### config.mk
export PLATFORM = sky130hd
export DESIGN_NAME = sfc_unit
export DESIGN_NICKNAME = d
export VERILOG_FILES = /design/src/rtl/sfc_pkg.sv /design/src/rtl/sfc_unit.sv
export SDC_FILE = /design/constraint.sdc
export NUM_CORES = 1
export LEC_CHECK = 0
export BUFFER_PORTS_ARGS = -buffer_cell sky130_fd_sc_hd__buf_2
export CAP_MARGIN = 20
export CORE_AREA = 3 3 85 167
export CTS_BUF_LIST = sky130_fd_sc_hd__clkbuf_8
export DETAILED_ROUTE_END_ITERATION = 7
export DIE_AREA = 0 0 88 170
export GPL_TIMING_DRIVEN = 0
export SETUP_SLACK_MARGIN = 0.1
export SYNTH_ARGS = -nofsm -noshare
export SYNTH_HDL_FRONTEND = slang
export SYNTH_SLANG_ARGS = --single-unit
### constraint.sdc
create_clock -name REF_CLK -period 7.81 [get_ports REF_CLK]
set_clock_uncertainty 0.15 [all_clocks]
set_input_delay 0.3905 -clock REF_CLK [delete_from_list [all_inputs] [get_ports REF_CLK]]
set_output_delay 0.3905 -clock REF_CLK [all_outputs]
set_load 0.01 [all_outputs]
### src/rtl/sfc_pkg.sv
package sfc_pkg;

    // Command codes, bits 7 to 5 of the received word
    localparam logic [2:0] CMD_STATUS   = 3'h0;
    localparam logic [2:0] CMD_MASK     = 3'h1;
    localparam logic [2:0] CMD_MODE     = 3'h2;
    localparam logic [2:0] CMD_CLEAR    = 3'h3;
    localparam logic [2:0] CMD_DEADTIME = 3'h4;

    // Field positions in the received word
    localparam int CMD_MSB   = 7;
    localparam int CMD_LSB   = 5;
    localparam int HALF_BIT  = 4;
    localparam int WORD_BITS = 8;

    localparam int MODE_LOCK_BIT  = 0;
    localparam int MODE_FULL_BIT  = 1;
    localparam int MODE_DESAT_BIT = 3;
    localparam int DT_CAL_BIT     = 0;

    // Fault flag positions: low half then high half
    localparam int FLT_OVERTEMP = 0;
    localparam int FLT_DESAT    = 1;
    localparam int FLT_SUPPLY   = 2;
    localparam int FLT_OVERCUR  = 3;
    localparam int FLT_PHASE    = 4;
    localparam int FLT_FRAMING  = 5;
    localparam int FLT_WRLOCK   = 6;
    localparam int FLT_RESET    = 7;

    localparam logic [3:0] MASK_RESET     = 4'hf;
    localparam logic [7:0] DEADTIME_RESET = 8'hff;
    localparam logic [7:0] FAULT_RESET    = 8'h80;
    localparam int         DT_SHIFT       = 4;
    localparam int         CAL_W          = 12;

    typedef struct packed {
        logic       desat_ignore;
        logic       simultaneous_drive;
        logic       lock;
    } sfc_mode_s;

endpackage

### src/rtl/sfc_unit.sv
`timescale 1ns/10ps
module sfc_unit
(
    // Clock and reset
    input  wire logic       REF_CLK,
    input  wire logic       RST,
    // Serial port, sampled on the reference clock
    input  wire logic       SCLK,
    input  wire logic       CS_N,
    input  wire logic       SI,
    output logic            SO,
    // Fault sources and drive state
    input  wire logic [3:0] FAULT_LOW,
    input  wire logic [1:0] FAULT_DRIVE,
    input  wire logic       ENABLE_IN_A,
    input  wire logic       ENABLE_IN_B,
    input  wire logic [2:0] LOW_SIDE_IN,
    input  wire logic [2:0] HIGH_SIDE_IN,
    // Outputs
    output logic            INT,
    output logic [2:0] HIGH_SIDE_OK,
    output logic            DRIVERS_OFF,
    output logic            SIMULTANEOUS_DRIVE,
    output logic [7:0] DEADTIME
);

////////////////////////////////////////////////////////////////////////////////

    logic                sclk_d_reg;
    logic                cs_d_reg;
    logic [7:0]          shift_in_reg;
    logic [7:0]          shift_out_reg;
    logic [2:0]          bit_cnt_reg;
    logic                any_bits_reg;
    logic [7:0]          fault_reg;
    logic [7:0]          snap_reg;
    logic [7:0]          changed_reg;
    logic [3:0]          mask_low_reg;
    logic [3:0]          mask_high_reg;
    sfc_pkg::sfc_mode_s  mode_reg;
    logic [1:0]          status_sel_reg;
    logic                cal_pending_reg;
    logic                cal_run_reg;
    logic [sfc_pkg::CAL_W-1:0] cal_cnt_reg;
    logic [7:0]          deadtime_reg;
    logic [2:0]          primed_reg;
    logic                protect_reg;

    logic                sclk_rise;
    logic                cs_fall;
    logic                cs_rise;
    logic                frame_ok;
    logic [7:0]          word;
    logic [2:0]          cmd;
    logic [7:0]          fault_now;
    logic [7:0]          set_ev;
    logic [7:0]          clr_vec;
    logic                wr_cmd;
    logic [7:0]          status_word;

    assign sclk_rise = SCLK && !sclk_d_reg;
    assign cs_fall   = !CS_N && cs_d_reg;
    assign cs_rise   = CS_N && !cs_d_reg;
    assign frame_ok  = any_bits_reg && (bit_cnt_reg == 3'h0);
    assign word      = shift_in_reg;
    assign cmd       = word[sfc_pkg::CMD_MSB:sfc_pkg::CMD_LSB];
    assign wr_cmd    = cmd == sfc_pkg::CMD_MASK || cmd == sfc_pkg::CMD_MODE ||
                       cmd == sfc_pkg::CMD_DEADTIME;

////////////////////////////////////////////////////////////////////////////////
// Serial shift, MSB first

    always_ff @(posedge REF_CLK or posedge RST)
    begin
        if (RST)
        begin
            sclk_d_reg <= 1'b0;
            cs_d_reg   <= 1'b1;
        end
        else
        begin
            sclk_d_reg <= SCLK;
            cs_d_reg   <= CS_N;
        end
    end

    always_ff @(posedge REF_CLK or posedge RST)
    begin
        if (RST)
        begin
            shift_in_reg <= 8'h00;
            bit_cnt_reg  <= 3'h0;
            any_bits_reg <= 1'b0;
        end
        else if (cs_fall)
        begin
            bit_cnt_reg  <= 3'h0;
            any_bits_reg <= 1'b0;
        end
        else if (!CS_N && sclk_rise)
        begin
            shift_in_reg <= {shift_in_reg[6:0], SI};
            bit_cnt_reg  <= bit_cnt_reg + 3'h1;
            any_bits_reg <= 1'b1;
        end
    end

    // Status 0 carries the latched faults; others show settings
    always_comb
    begin
        unique case (status_sel_reg)
            2'h0:    status_word = fault_reg;
            2'h1:    status_word = {mask_high_reg, mask_low_reg};
            2'h2:    status_word = {4'h0, mode_reg.desat_ignore, 1'b0, mode_reg.simultaneous_drive, mode_reg.lock};
            default: status_word = deadtime_reg;
        endcase
    end

    // Return word loads at frame start, shifts out on falling SCLK
    always_ff @(posedge REF_CLK or posedge RST)
    begin
        if (RST)
            shift_out_reg <= 8'h00;
        else if (cs_fall)
            shift_out_reg <= status_word;
        else if (!CS_N && !SCLK && sclk_d_reg)
            shift_out_reg <= {shift_out_reg[6:0], 1'b0};
    end

    always_ff @(posedge REF_CLK or posedge RST)
    begin
        if (RST)
            SO <= 1'b0;
        else
            SO <= cs_fall ? status_word[7] : shift_out_reg[7];
    end

////////////////////////////////////////////////////////////////////////////////
// Command execution at rising chip select

    always_ff @(posedge REF_CLK or posedge RST)
    begin
        if (RST)
            status_sel_reg <= 2'h0;
        else if (cs_rise && frame_ok && !cal_run_reg)
            status_sel_reg <= (cmd == sfc_pkg::CMD_STATUS) ? word[1:0] : 2'h0;
    end

    always_ff @(posedge REF_CLK or posedge RST)
    begin
        if (RST)
        begin
            mask_low_reg  <= sfc_pkg::MASK_RESET;
            mask_high_reg <= sfc_pkg::MASK_RESET;
            mode_reg      <= '0;
        end
        else if (cs_rise && frame_ok && !cal_run_reg && !mode_reg.lock)
        begin
            if (cmd == sfc_pkg::CMD_MASK && !word[sfc_pkg::HALF_BIT])
                mask_low_reg <= word[3:0];
            if (cmd == sfc_pkg::CMD_MASK && word[sfc_pkg::HALF_BIT])
                mask_high_reg <= word[3:0];
            if (cmd == sfc_pkg::CMD_MODE)
            begin
                mode_reg.desat_ignore       <= word[sfc_pkg::MODE_DESAT_BIT];
                mode_reg.simultaneous_drive <= word[sfc_pkg::MODE_FULL_BIT];
                mode_reg.lock               <= word[sfc_pkg::MODE_LOCK_BIT];
            end
        end
    end

////////////////////////////////////////////////////////////////////////////////
// Fault latches

    assign fault_now = {1'b0, 2'b00, FAULT_DRIVE[1], FAULT_LOW[3], FAULT_LOW[2],
                        FAULT_LOW[1] | FAULT_DRIVE[0], FAULT_LOW[0]};

    always_comb
    begin
        set_ev = fault_now;
        set_ev[sfc_pkg::FLT_FRAMING] = cs_rise && !frame_ok && !cal_run_reg;
        set_ev[sfc_pkg::FLT_WRLOCK]  = cs_rise && frame_ok && !cal_run_reg && mode_reg.lock && wr_cmd;
        set_ev[sfc_pkg::FLT_RESET]   = !(ENABLE_IN_A && ENABLE_IN_B) && 1'b0;
        clr_vec = 8'h00;
        if (cs_rise && frame_ok && !cal_run_reg && cmd == sfc_pkg::CMD_CLEAR)
        begin
            if (word[sfc_pkg::HALF_BIT])
                clr_vec[7:4] = word[3:0];
            else
                clr_vec[3:0] = word[3:0];
        end
        clr_vec = clr_vec & ~changed_reg;
    end

    // Snapshot at frame start to detect changes mid-frame
    always_ff @(posedge REF_CLK or posedge RST)
    begin
        if (RST)
        begin
            snap_reg    <= 8'h00;
            changed_reg <= 8'h00;
        end
        else if (cs_fall)
        begin
            snap_reg    <= fault_reg;
            changed_reg <= 8'h00;
        end
        else if (!CS_N)
            changed_reg <= changed_reg | (fault_reg ^ snap_reg) | set_ev;
    end

    generate
        for (genvar i = 0; i < 8; i++)
        begin : g_latch
            always_ff @(posedge REF_CLK or posedge RST)
            begin
                if (RST)
                    fault_reg[i] <= sfc_pkg::FAULT_RESET[i];
                else if (set_ev[i])
                    fault_reg[i] <= 1'b1; // Set beats a clear in the same cycle
                else if (clr_vec[i])
                    fault_reg[i] <= 1'b0;
            end
        end
    endgenerate

    // Level output; stays up while any enabled latch is set
    always_ff @(posedge REF_CLK or posedge RST)
    begin
        if (RST)
            INT <= 1'b0;
        else
            INT <= |(fault_reg & {mask_high_reg, mask_low_reg});
    end

////////////////////////////////////////////////////////////////////////////////
// Deadtime calibration

    always_ff @(posedge REF_CLK or posedge RST)
    begin
        if (RST)
        begin
            cal_pending_reg <= 1'b0;
            cal_run_reg     <= 1'b0;
            cal_cnt_reg     <= '0;
            deadtime_reg    <= sfc_pkg::DEADTIME_RESET;
        end
        else if (cal_run_reg)
        begin
            if (cs_rise)
            begin
                cal_run_reg  <= 1'b0;
                deadtime_reg <= cal_cnt_reg[sfc_pkg::DT_SHIFT+7:sfc_pkg::DT_SHIFT];
            end
            else
                cal_cnt_reg <= cal_cnt_reg + 1'b1;
        end
        else if (cs_fall && cal_pending_reg)
        begin
            cal_pending_reg <= 1'b0;
            cal_run_reg     <= 1'b1;
            cal_cnt_reg     <= '0;
        end
        else if (cs_rise && frame_ok && !mode_reg.lock && cmd == sfc_pkg::CMD_DEADTIME)
        begin
            if (word[sfc_pkg::DT_CAL_BIT])
                cal_pending_reg <= 1'b1;
            else
                deadtime_reg <= 8'h00;
        end
    end

////////////////////////////////////////////////////////////////////////////////
// Drive permissions

    always_ff @(posedge REF_CLK or posedge RST)
    begin
        if (RST)
        begin
            primed_reg  <= 3'h0;
            protect_reg <= 1'b0;
        end
        else if (!(ENABLE_IN_A && ENABLE_IN_B))
        begin
            primed_reg  <= 3'h0;
            protect_reg <= 1'b0;
        end
        else
        begin
            if (!mode_reg.desat_ignore && (FAULT_LOW[1] || FAULT_DRIVE[1]) || FAULT_LOW[2])
            begin
                protect_reg <= 1'b1;
                primed_reg  <= 3'h0;
            end
            else if (protect_reg && clr_vec != 8'h00)
                protect_reg <= 1'b0;
            else if (!protect_reg)
                primed_reg <= primed_reg | LOW_SIDE_IN;
        end
    end

    always_ff @(posedge REF_CLK or posedge RST)
    begin
        if (RST)
        begin
            HIGH_SIDE_OK       <= 3'h0;
            DRIVERS_OFF        <= 1'b1;
            SIMULTANEOUS_DRIVE <= 1'b0;
            DEADTIME           <= sfc_pkg::DEADTIME_RESET;
        end
        else
        begin
            HIGH_SIDE_OK       <= primed_reg & HIGH_SIDE_IN & {3{!protect_reg}};
            DRIVERS_OFF        <= protect_reg || !(ENABLE_IN_A && ENABLE_IN_B);
            SIMULTANEOUS_DRIVE <= mode_reg.simultaneous_drive;
            DEADTIME           <= deadtime_reg;
        end
    end

////////////////////////////////////////////////////////////////////////////////

    mode_locked_a: assert property (@(posedge REF_CLK) disable iff (RST)
        mode_reg.lock |=> mode_reg.lock && $stable(mask_low_reg))
        else $error("mask changed after lock");

    framing_flag_a: assert property (@(posedge REF_CLK) disable iff (RST)
        (cs_rise && !frame_ok && !cal_run_reg) |=> fault_reg[sfc_pkg::FLT_FRAMING])
        else $error("framing error not latched");

    irq_level_a: assert property (@(posedge REF_CLK) disable iff (RST)
        (|(fault_reg & {mask_high_reg, mask_low_reg})) |=> INT)
        else $error("interrupt dropped with enabled fault");

    clear_edge_a: assert property (@(posedge REF_CLK) disable iff (RST)
        ($fell(fault_reg[sfc_pkg::FLT_OVERTEMP])) |-> $past(cs_rise))
        else $error("fault cleared outside chip select rise");

    status_read_a: assert property (@(posedge REF_CLK) disable iff (RST)
        (cs_rise && frame_ok && !cal_run_reg && cmd == sfc_pkg::CMD_STATUS) |=>
        $stable(mask_low_reg) && $stable(mask_high_reg) && $stable(mode_reg))
        else $error("status read changed settings");

    irq_masked_a: assert property (@(posedge REF_CLK) disable iff (RST)
        !(|(fault_reg & {mask_high_reg, mask_low_reg})) |=> !INT)
        else $error("interrupt raised without enabled fault");

endmodule

==> results of run 1 <==
worst max-delay path, cell delays in order:
cell and delay [ps]:
dlygate4sd3_1 530, buf_2 130, buf_4 170, nand2b_1 200
nor3b_1 450, buf_2 320, nor2_1 60, mux2_2 260
power by group:
group	total, mW	internal, mW	leakage (nW)	switching, mW
clock	0.304	0.125	0.0998	0.179
combinational	0.248	0.111	0.923	0.138
sequential	0.655	0.592	1.20	0.0630
total	1.21	0.828	2.22	0.380
layout make-up:
type / instances / area, um^2 / share of cell area, %
well taps: 152 / 190 / 3.74
repair buffers: 37 / 223 / 4.38
multi-input cells: 269 / 1810 / 35.6
flip-flops and latches: 100 / 2540 / 49.9
plain buffers: 19 / 90.1 / 1.77
clock inverters: 6 / 40.0 / 0.787
clock buffers: 10 / 138 / 2.71
inverters: 15 / 58.8 / 1.16
kinds of logic (layout without fill, tap and decap cells):
family,count (synthesis),in the layout,synth area share [%]
AO/OA/AOI/OAI,83,83,12.3
flip-flops,100,100,56.4
multiplexers,35,35,9.27
adder cells (fa/ha/maj),3,3,0.836
AND/OR/NAND/NOR,138,138,16.0
buffers and inverters,34,87,3.26
XOR/XNOR,10,10,1.95
placed cells by master, fill, tap and decap left out, types with 5 or more instances in the layout:
cell / n
dfrtp_1: 73
nand2_1: 42
buf_2: 36
nor2_1: 30
dfstp_2: 27
a21oi_1: 21
mux2_2: 19
o21ai_0: 19
inv_1: 16
clkbuf_1: 10
nand3_1: 10
clkbuf_8: 10
mux2i_1: 9
a22o_1: 9
xor2_1: 7
nand2b_1: 6
nand4_1: 6
nor3_1: 5
nor3b_1: 5
a221oi_1: 5
nor2b_1: 5
o21bai_1: 5
or3_1: 5
Yosys cell counts, drive strengths merged (5+ instances only):
master | count | area, um^2
a21oi | 21 | 105
nor3b | 5 | 37.5
nand4 | 7 | 50.1
dfstp | 27 | 709
o21bai | 5 | 37.5
nand2b | 6 | 37.5
mux2i | 9 | 90.1
a221oi | 5 | 43.8
dfrtp | 73 | 1830
o21ai | 20 | 100
buf | 9 | 52.5
inv | 15 | 56.3
xor2 | 7 | 61.3
nor2b | 6 | 45.0
nor2 | 31 | 124
a22oi | 5 | 42.5
mux2 | 23 | 259
nor3 | 5 | 25.0
nand3 | 10 | 50.1
a22o | 9 | 78.8
or3 | 5 | 31.3
nand2 | 42 | 158
clkbuf | 10 | 37.5
stage by stage:
stage / area [um^2] / std cells / hold slack [ps]
3_3_place_gp: 4850 / 588 / 225
4_1_cts: 5090 / 608 / 44.8
5_1_grt: 5090 / 608 / 70.3
2_1_floorplan: 4490 / 403 / 209
6_report: 5090 / 608 / 56.6
3_5_place_dp: 4880 / 589 / 222
final timing paths:
kind,cells past startpoint,endpoint,startpoint,slack [ps]
worst max-delay path,8,cal_cnt_reg[8],CS_N,5410
worst min-delay path,2,DRIVERS_OFF,ENABLE_IN_B,60
worst max register to register,5,cal_cnt_reg[8],cs_d_reg,5710
worst min register to register,0,DEADTIME[6],deadtime_reg[6],240
max in group asynchronous,4,cs_d_reg,RST,6310
min in group asynchronous,3,snap_reg[1],RST,460
metal layers:
layer | share of wire, % | up-vias
li1 | - | 1531
met1 | 36 | 1612
met2 | 57 | 57
met3 | 2.9 | 21
met4 | 4.1 | 0
met5 | 0 | -
==> qor.txt, run 1 <==
EDFF count, synth - 0
Clk Latency, worst-skew pair - 380 ps
Width of the die - 88 um
Gp weighted congestion - 0.824
H-tree depth - 3
Initial core utilization - 34.4%
Post-route DRC - 0
Fillcell total - 1286
Main synth FF type - dfrtp_1
Max-cap violation count - 0
Total power - 1.21 mW
Yosys reg bits - 100
DRT Wirelength - 10700 um
Hold Violations, Final - 0
Hold Buf Count CTS - 3
Final setup fails - 0
Final Util - 38.9%
Fraction of registers with async set/reset - 100%
WP data arrival - 2510 ps
Slew HR - 57.7%
CTS tree - built
Static leakage - 2.22 nW
DP Wirelength - 8080 um
Mapped cell area - 0.00449 mm^2
Max Root-Sink Buffers - 2
Port buffer count - 33
Max Fclk - 0.416 GHz
Clk slew on worst S/H paths - 90 ps
Total grt overflow - 0
Pin count of the biggest net entering global routing - 58
Ys Warns - 0
Per-cell routed wire length - 17.6 um
CTS buffer count - 9
Die ar. - 0.0150 mm^2
Clock sinks - 100
Post-place setup slack - 5530 ps
Vias in the first global route - 3417
GRT met2 Usage - 28.8%
First-pass GRT wire length - 17300 um
Syn Inst Count - 403
Maximum vdd drop - 0.0762 mV
Setup crit end kind - register
Area grow syn2layout - 13.2%
Synthesized area per cell - 11.1 um^2
Startpoint types - input pin
PD cells - 237 mW/mm^2
Ports - 34
Synthesized Nets - 425
Area of the core - 0.0131 mm^2
Post_cts resized - 0
Setup TNS - 0 ps
Antenna violations before repair - 0
Number of flip-flops in the largest register - 12
Final net count - 473
CP required - 7920 ps
All-Layer GR Usage - 15.2%
Via-to-Cell Ratio - 5.30
Vias - 3221
Post-synthesis sequential area ratio - 56.4%
Pins Over Slew Limit - 0
Antenna-violating nets left - 0
Drt pass-1 iters - 4
Die extent in y - 170 um
Slack of the critical path - 5410 ps
Grt peak-use layer - met2
DR iter-0 viols - 118
Hold WC Path Type - in -> reg
Status - completed
Met1 Use GR - 15.2%
Ant diodes - 0
Period utilization - 30.8%
Row Count - 59
RSZ-0062 raised after global routing - no
CP Max Fanout - 10
# Post-CTS Setup Buffers - 0
WS Path Type - in -> reg
Yosys cell types - 58
Root buffer cell - clkbuf_8
Min cycle time layout - 2400 ps
Layout cells sized above 1 - 24.1%
Met3 Usage GRT - 2.28%
Worst Max-Slew Pin Slew - 634 ps
Power figures use the tool's default switching activity.
==> run 2: changes to the inputs <==
Clock period 7.81 ns to 2.23 ns, I/O delays scaled along.
==> qor.txt, run 2 (synthesis gave the netlist of run 1 again) <==
CP Max Fanout - 10 (unchanged)
Most common cell after layout, fill and taps aside - dfrtp_1 (unchanged)
Slack of the critical path - 168 ps (was 5410 ps)
Area grow syn2layout - 19.3% (was 13.2%)
Switching power - 1.33 mW (was 380 uW)
Static leakage - 2.35 nW (was 2.22 nW)
Sequential power share - 51.6% (was 54.3%)
Initial core utilization - 34.4% (unchanged)
Pins Over Slew Limit - 0 (unchanged)
Number of flip-flops in the largest register - 12 (unchanged)
Per-cell routed wire length - 17.2 um (was 17.6 um)
Total grt overflow - 0 (unchanged)
Comb pwr share - 20.4% (was 20.6%)
Vias in the first global route - 3508 (was 3417)
Root buffer cell - clkbuf_8 (unchanged)
Startpoint types - input pin (unchanged)
Final net count - 497 (was 473)
Width of the die - 88 um (unchanged)
Layout cells sized above 1 - 24.2% (was 24.1%)
Hold WC Path Type - in -> async (was in -> reg)
Drt pass-1 iters - 5 (was 4)
P_int - 3.12 mW (was 828 uW)
Pin count of the biggest net entering global routing - 44 (was 58)
Ports - 34 (unchanged)
WP data arrival - 2210 ps (was 2510 ps)
WS Path Type - in -> reg (unchanged)
Critical Path End - mask_low_reg[0] (was cal_cnt_reg[8])
R2R depth - 6 (was 5)
DP Wirelength - 8080 um (about the same)
Die extent in y - 170 um (unchanged)
Max Root-Sink Buffers - 2 (unchanged)
Clk slew on worst S/H paths - 90 ps (about the same)
Antenna-violating nets left - 0 (unchanged)
R2R Path Start - cs_d_reg (unchanged)
Final setup fails - 0 (unchanged)
Most frequent cells in the layout - dfrtp_1, nand2_1, buf_2 (unchanged)
All-Layer GR Usage - 15.6% (was 15.2%)
Ant diodes - 0 (unchanged)
Post-place setup slack - 86.9 ps (was 5530 ps)
Period utilization - 92.5%
Max Fclk - 0.485 GHz
PD cells - 830 mW/mm^2 (was 237 mW/mm^2)
First-pass GRT wire length - 17700 um (was 17300 um)
Port buffer count - 33 (unchanged)
DR iter-0 viols - 148 (was 118)
Gp weighted congestion - 0.820 (was 0.824)
Clock sinks - 100 (unchanged)
CTS buffer count - 9 (unchanged)
Via-to-Cell Ratio - 5.29 (was 5.30)
Maximum vdd drop - 0.255 mV (was 0.0762 mV)
DRT Wirelength - 10900 um (was 10700 um)
Switching part of the total power - 29.9% (was 31.4%)
Max-cap violation count - 0 (unchanged)
Clock Power Share - 28.0% (was 25.2%)
Post-route DRC - 0 (unchanged)
Slew HR - 57.6% (was 57.7%)
Antenna violations before repair - 0 (unchanged)
Die ar. - 0.0150 mm^2 (unchanged)
Status - completed (unchanged)
Worst Max-Slew Pin Slew - 636 ps (was 634 ps)
Min cycle time layout - 2060 ps
Vias - 3342 (was 3221)
Reg2reg end - cal_cnt_reg[8] (unchanged)
CTS tree - built (unchanged)
Clk Latency, worst-skew pair - 370 ps (was 380 ps)
Row Count - 59 (unchanged)
Reg-to-reg setup timing slack - 180 ps (was 5710 ps)
Setup crit end kind - register (unchanged)
Hold Violations, Final - 0 (unchanged)
Area of the core - 0.0131 mm^2 (unchanged)
CP Launch Point - CS_N (unchanged)
Setup TNS - 0 ps (unchanged)
RSZ-0062 raised after global routing - yes (was no)
H-tree depth - 3 (unchanged)
CP required - 2380 ps (was 7920 ps)
## run 2: cell count changes in the layout (fill, tap and decap cells not counted), sizes merged
cell,before,now
buf,43,48
bufinv,0,2
clkbuf,20,19
clkinv,2,0
clkinvlp,0,1
dlygate4sd3,3,22
## run 2: repair_timing
item / 4_1_cts / 5_1_grt
setup endpoints to repair: 2 / 6
hold buffers: 22 / 0
pin swaps: 0 / 1
buffers inserted: 1 / 3
endpoints found under the hold margin: 95 / 0
gates resized for setup: 1 / 0
## run 2: worst min-delay path by stage
stage / startpoint / depth (start not counted) / to
6_report: RST / 3 / fault_reg[1]
4_1_cts: RST / 3 / fault_reg[1]
5_1_grt: RST / 3 / fault_reg[1]
3_3_place_gp: CS_N / 1 / cs_d_reg
3_5_place_dp: RST / 2 / fault_reg[1]
2_1_floorplan: CS_N / 0 / cs_d_reg
## run 2: power by group through the flow
stage	logic (mW)	clock network (mW)	registers [mW]
after floorplan	0.653	0	2.24
after global placement	0.849	0	2.32
after detailed placement	0.882	0	2.33
after CTS	0.914	1.29	2.29
after global routing	1.01	1.35	2.33
final	0.910	1.25	2.29
## run 2: final cells by class
cell class / instances / area, um^2
plain buffers: 19 / 90.1
fillers: 1235 / 7710
clock buffers: 9 / 124
multi-input cells: 269 / 1820
flip-flops and latches: 100 / 2540
repair buffers: 61 / 455
inverters: 15 / 60.1
clock inverters: 7 / 88.8
well taps: 152 / 190
## run 2: metrics by stage
stage | cell area, um^2 | utilization, % | hold slack, ps | power (mW) | instances
4_1_cts | 5340 | 40.9 | 144 | 4.50 | 629
3_5_place_dp | 4890 | 37.4 | 11.8 | 3.21 | 590
5_1_grt | 5360 | 41.0 | 190 | 4.70 | 632
3_3_place_gp | 4850 | 37.1 | 78.8 | 3.17 | 588
2_1_floorplan | 4500 | - | -34.0 | 2.90 | 403
6_report | 5360 | 41.0 | 146 | 4.45 | 632
## run 2: layer usage
layer  vias up  global-route usage (%)  part of all wire [%]
met5         -                       0                     0
li1       1571                       -                     -
met2        88                    29.1                    57
met4         0                    9.15                   4.4
met1      1657                    15.5                    35
met3        26                    2.71                   3.1
## run 2: critical path, cell delays in order
cell	delay, ps
dlygate4sd3_1	520
buf_2	110
buf_4	170
or3b_1	440
nor2_4	170
and4b_2	340
mux2_1	340
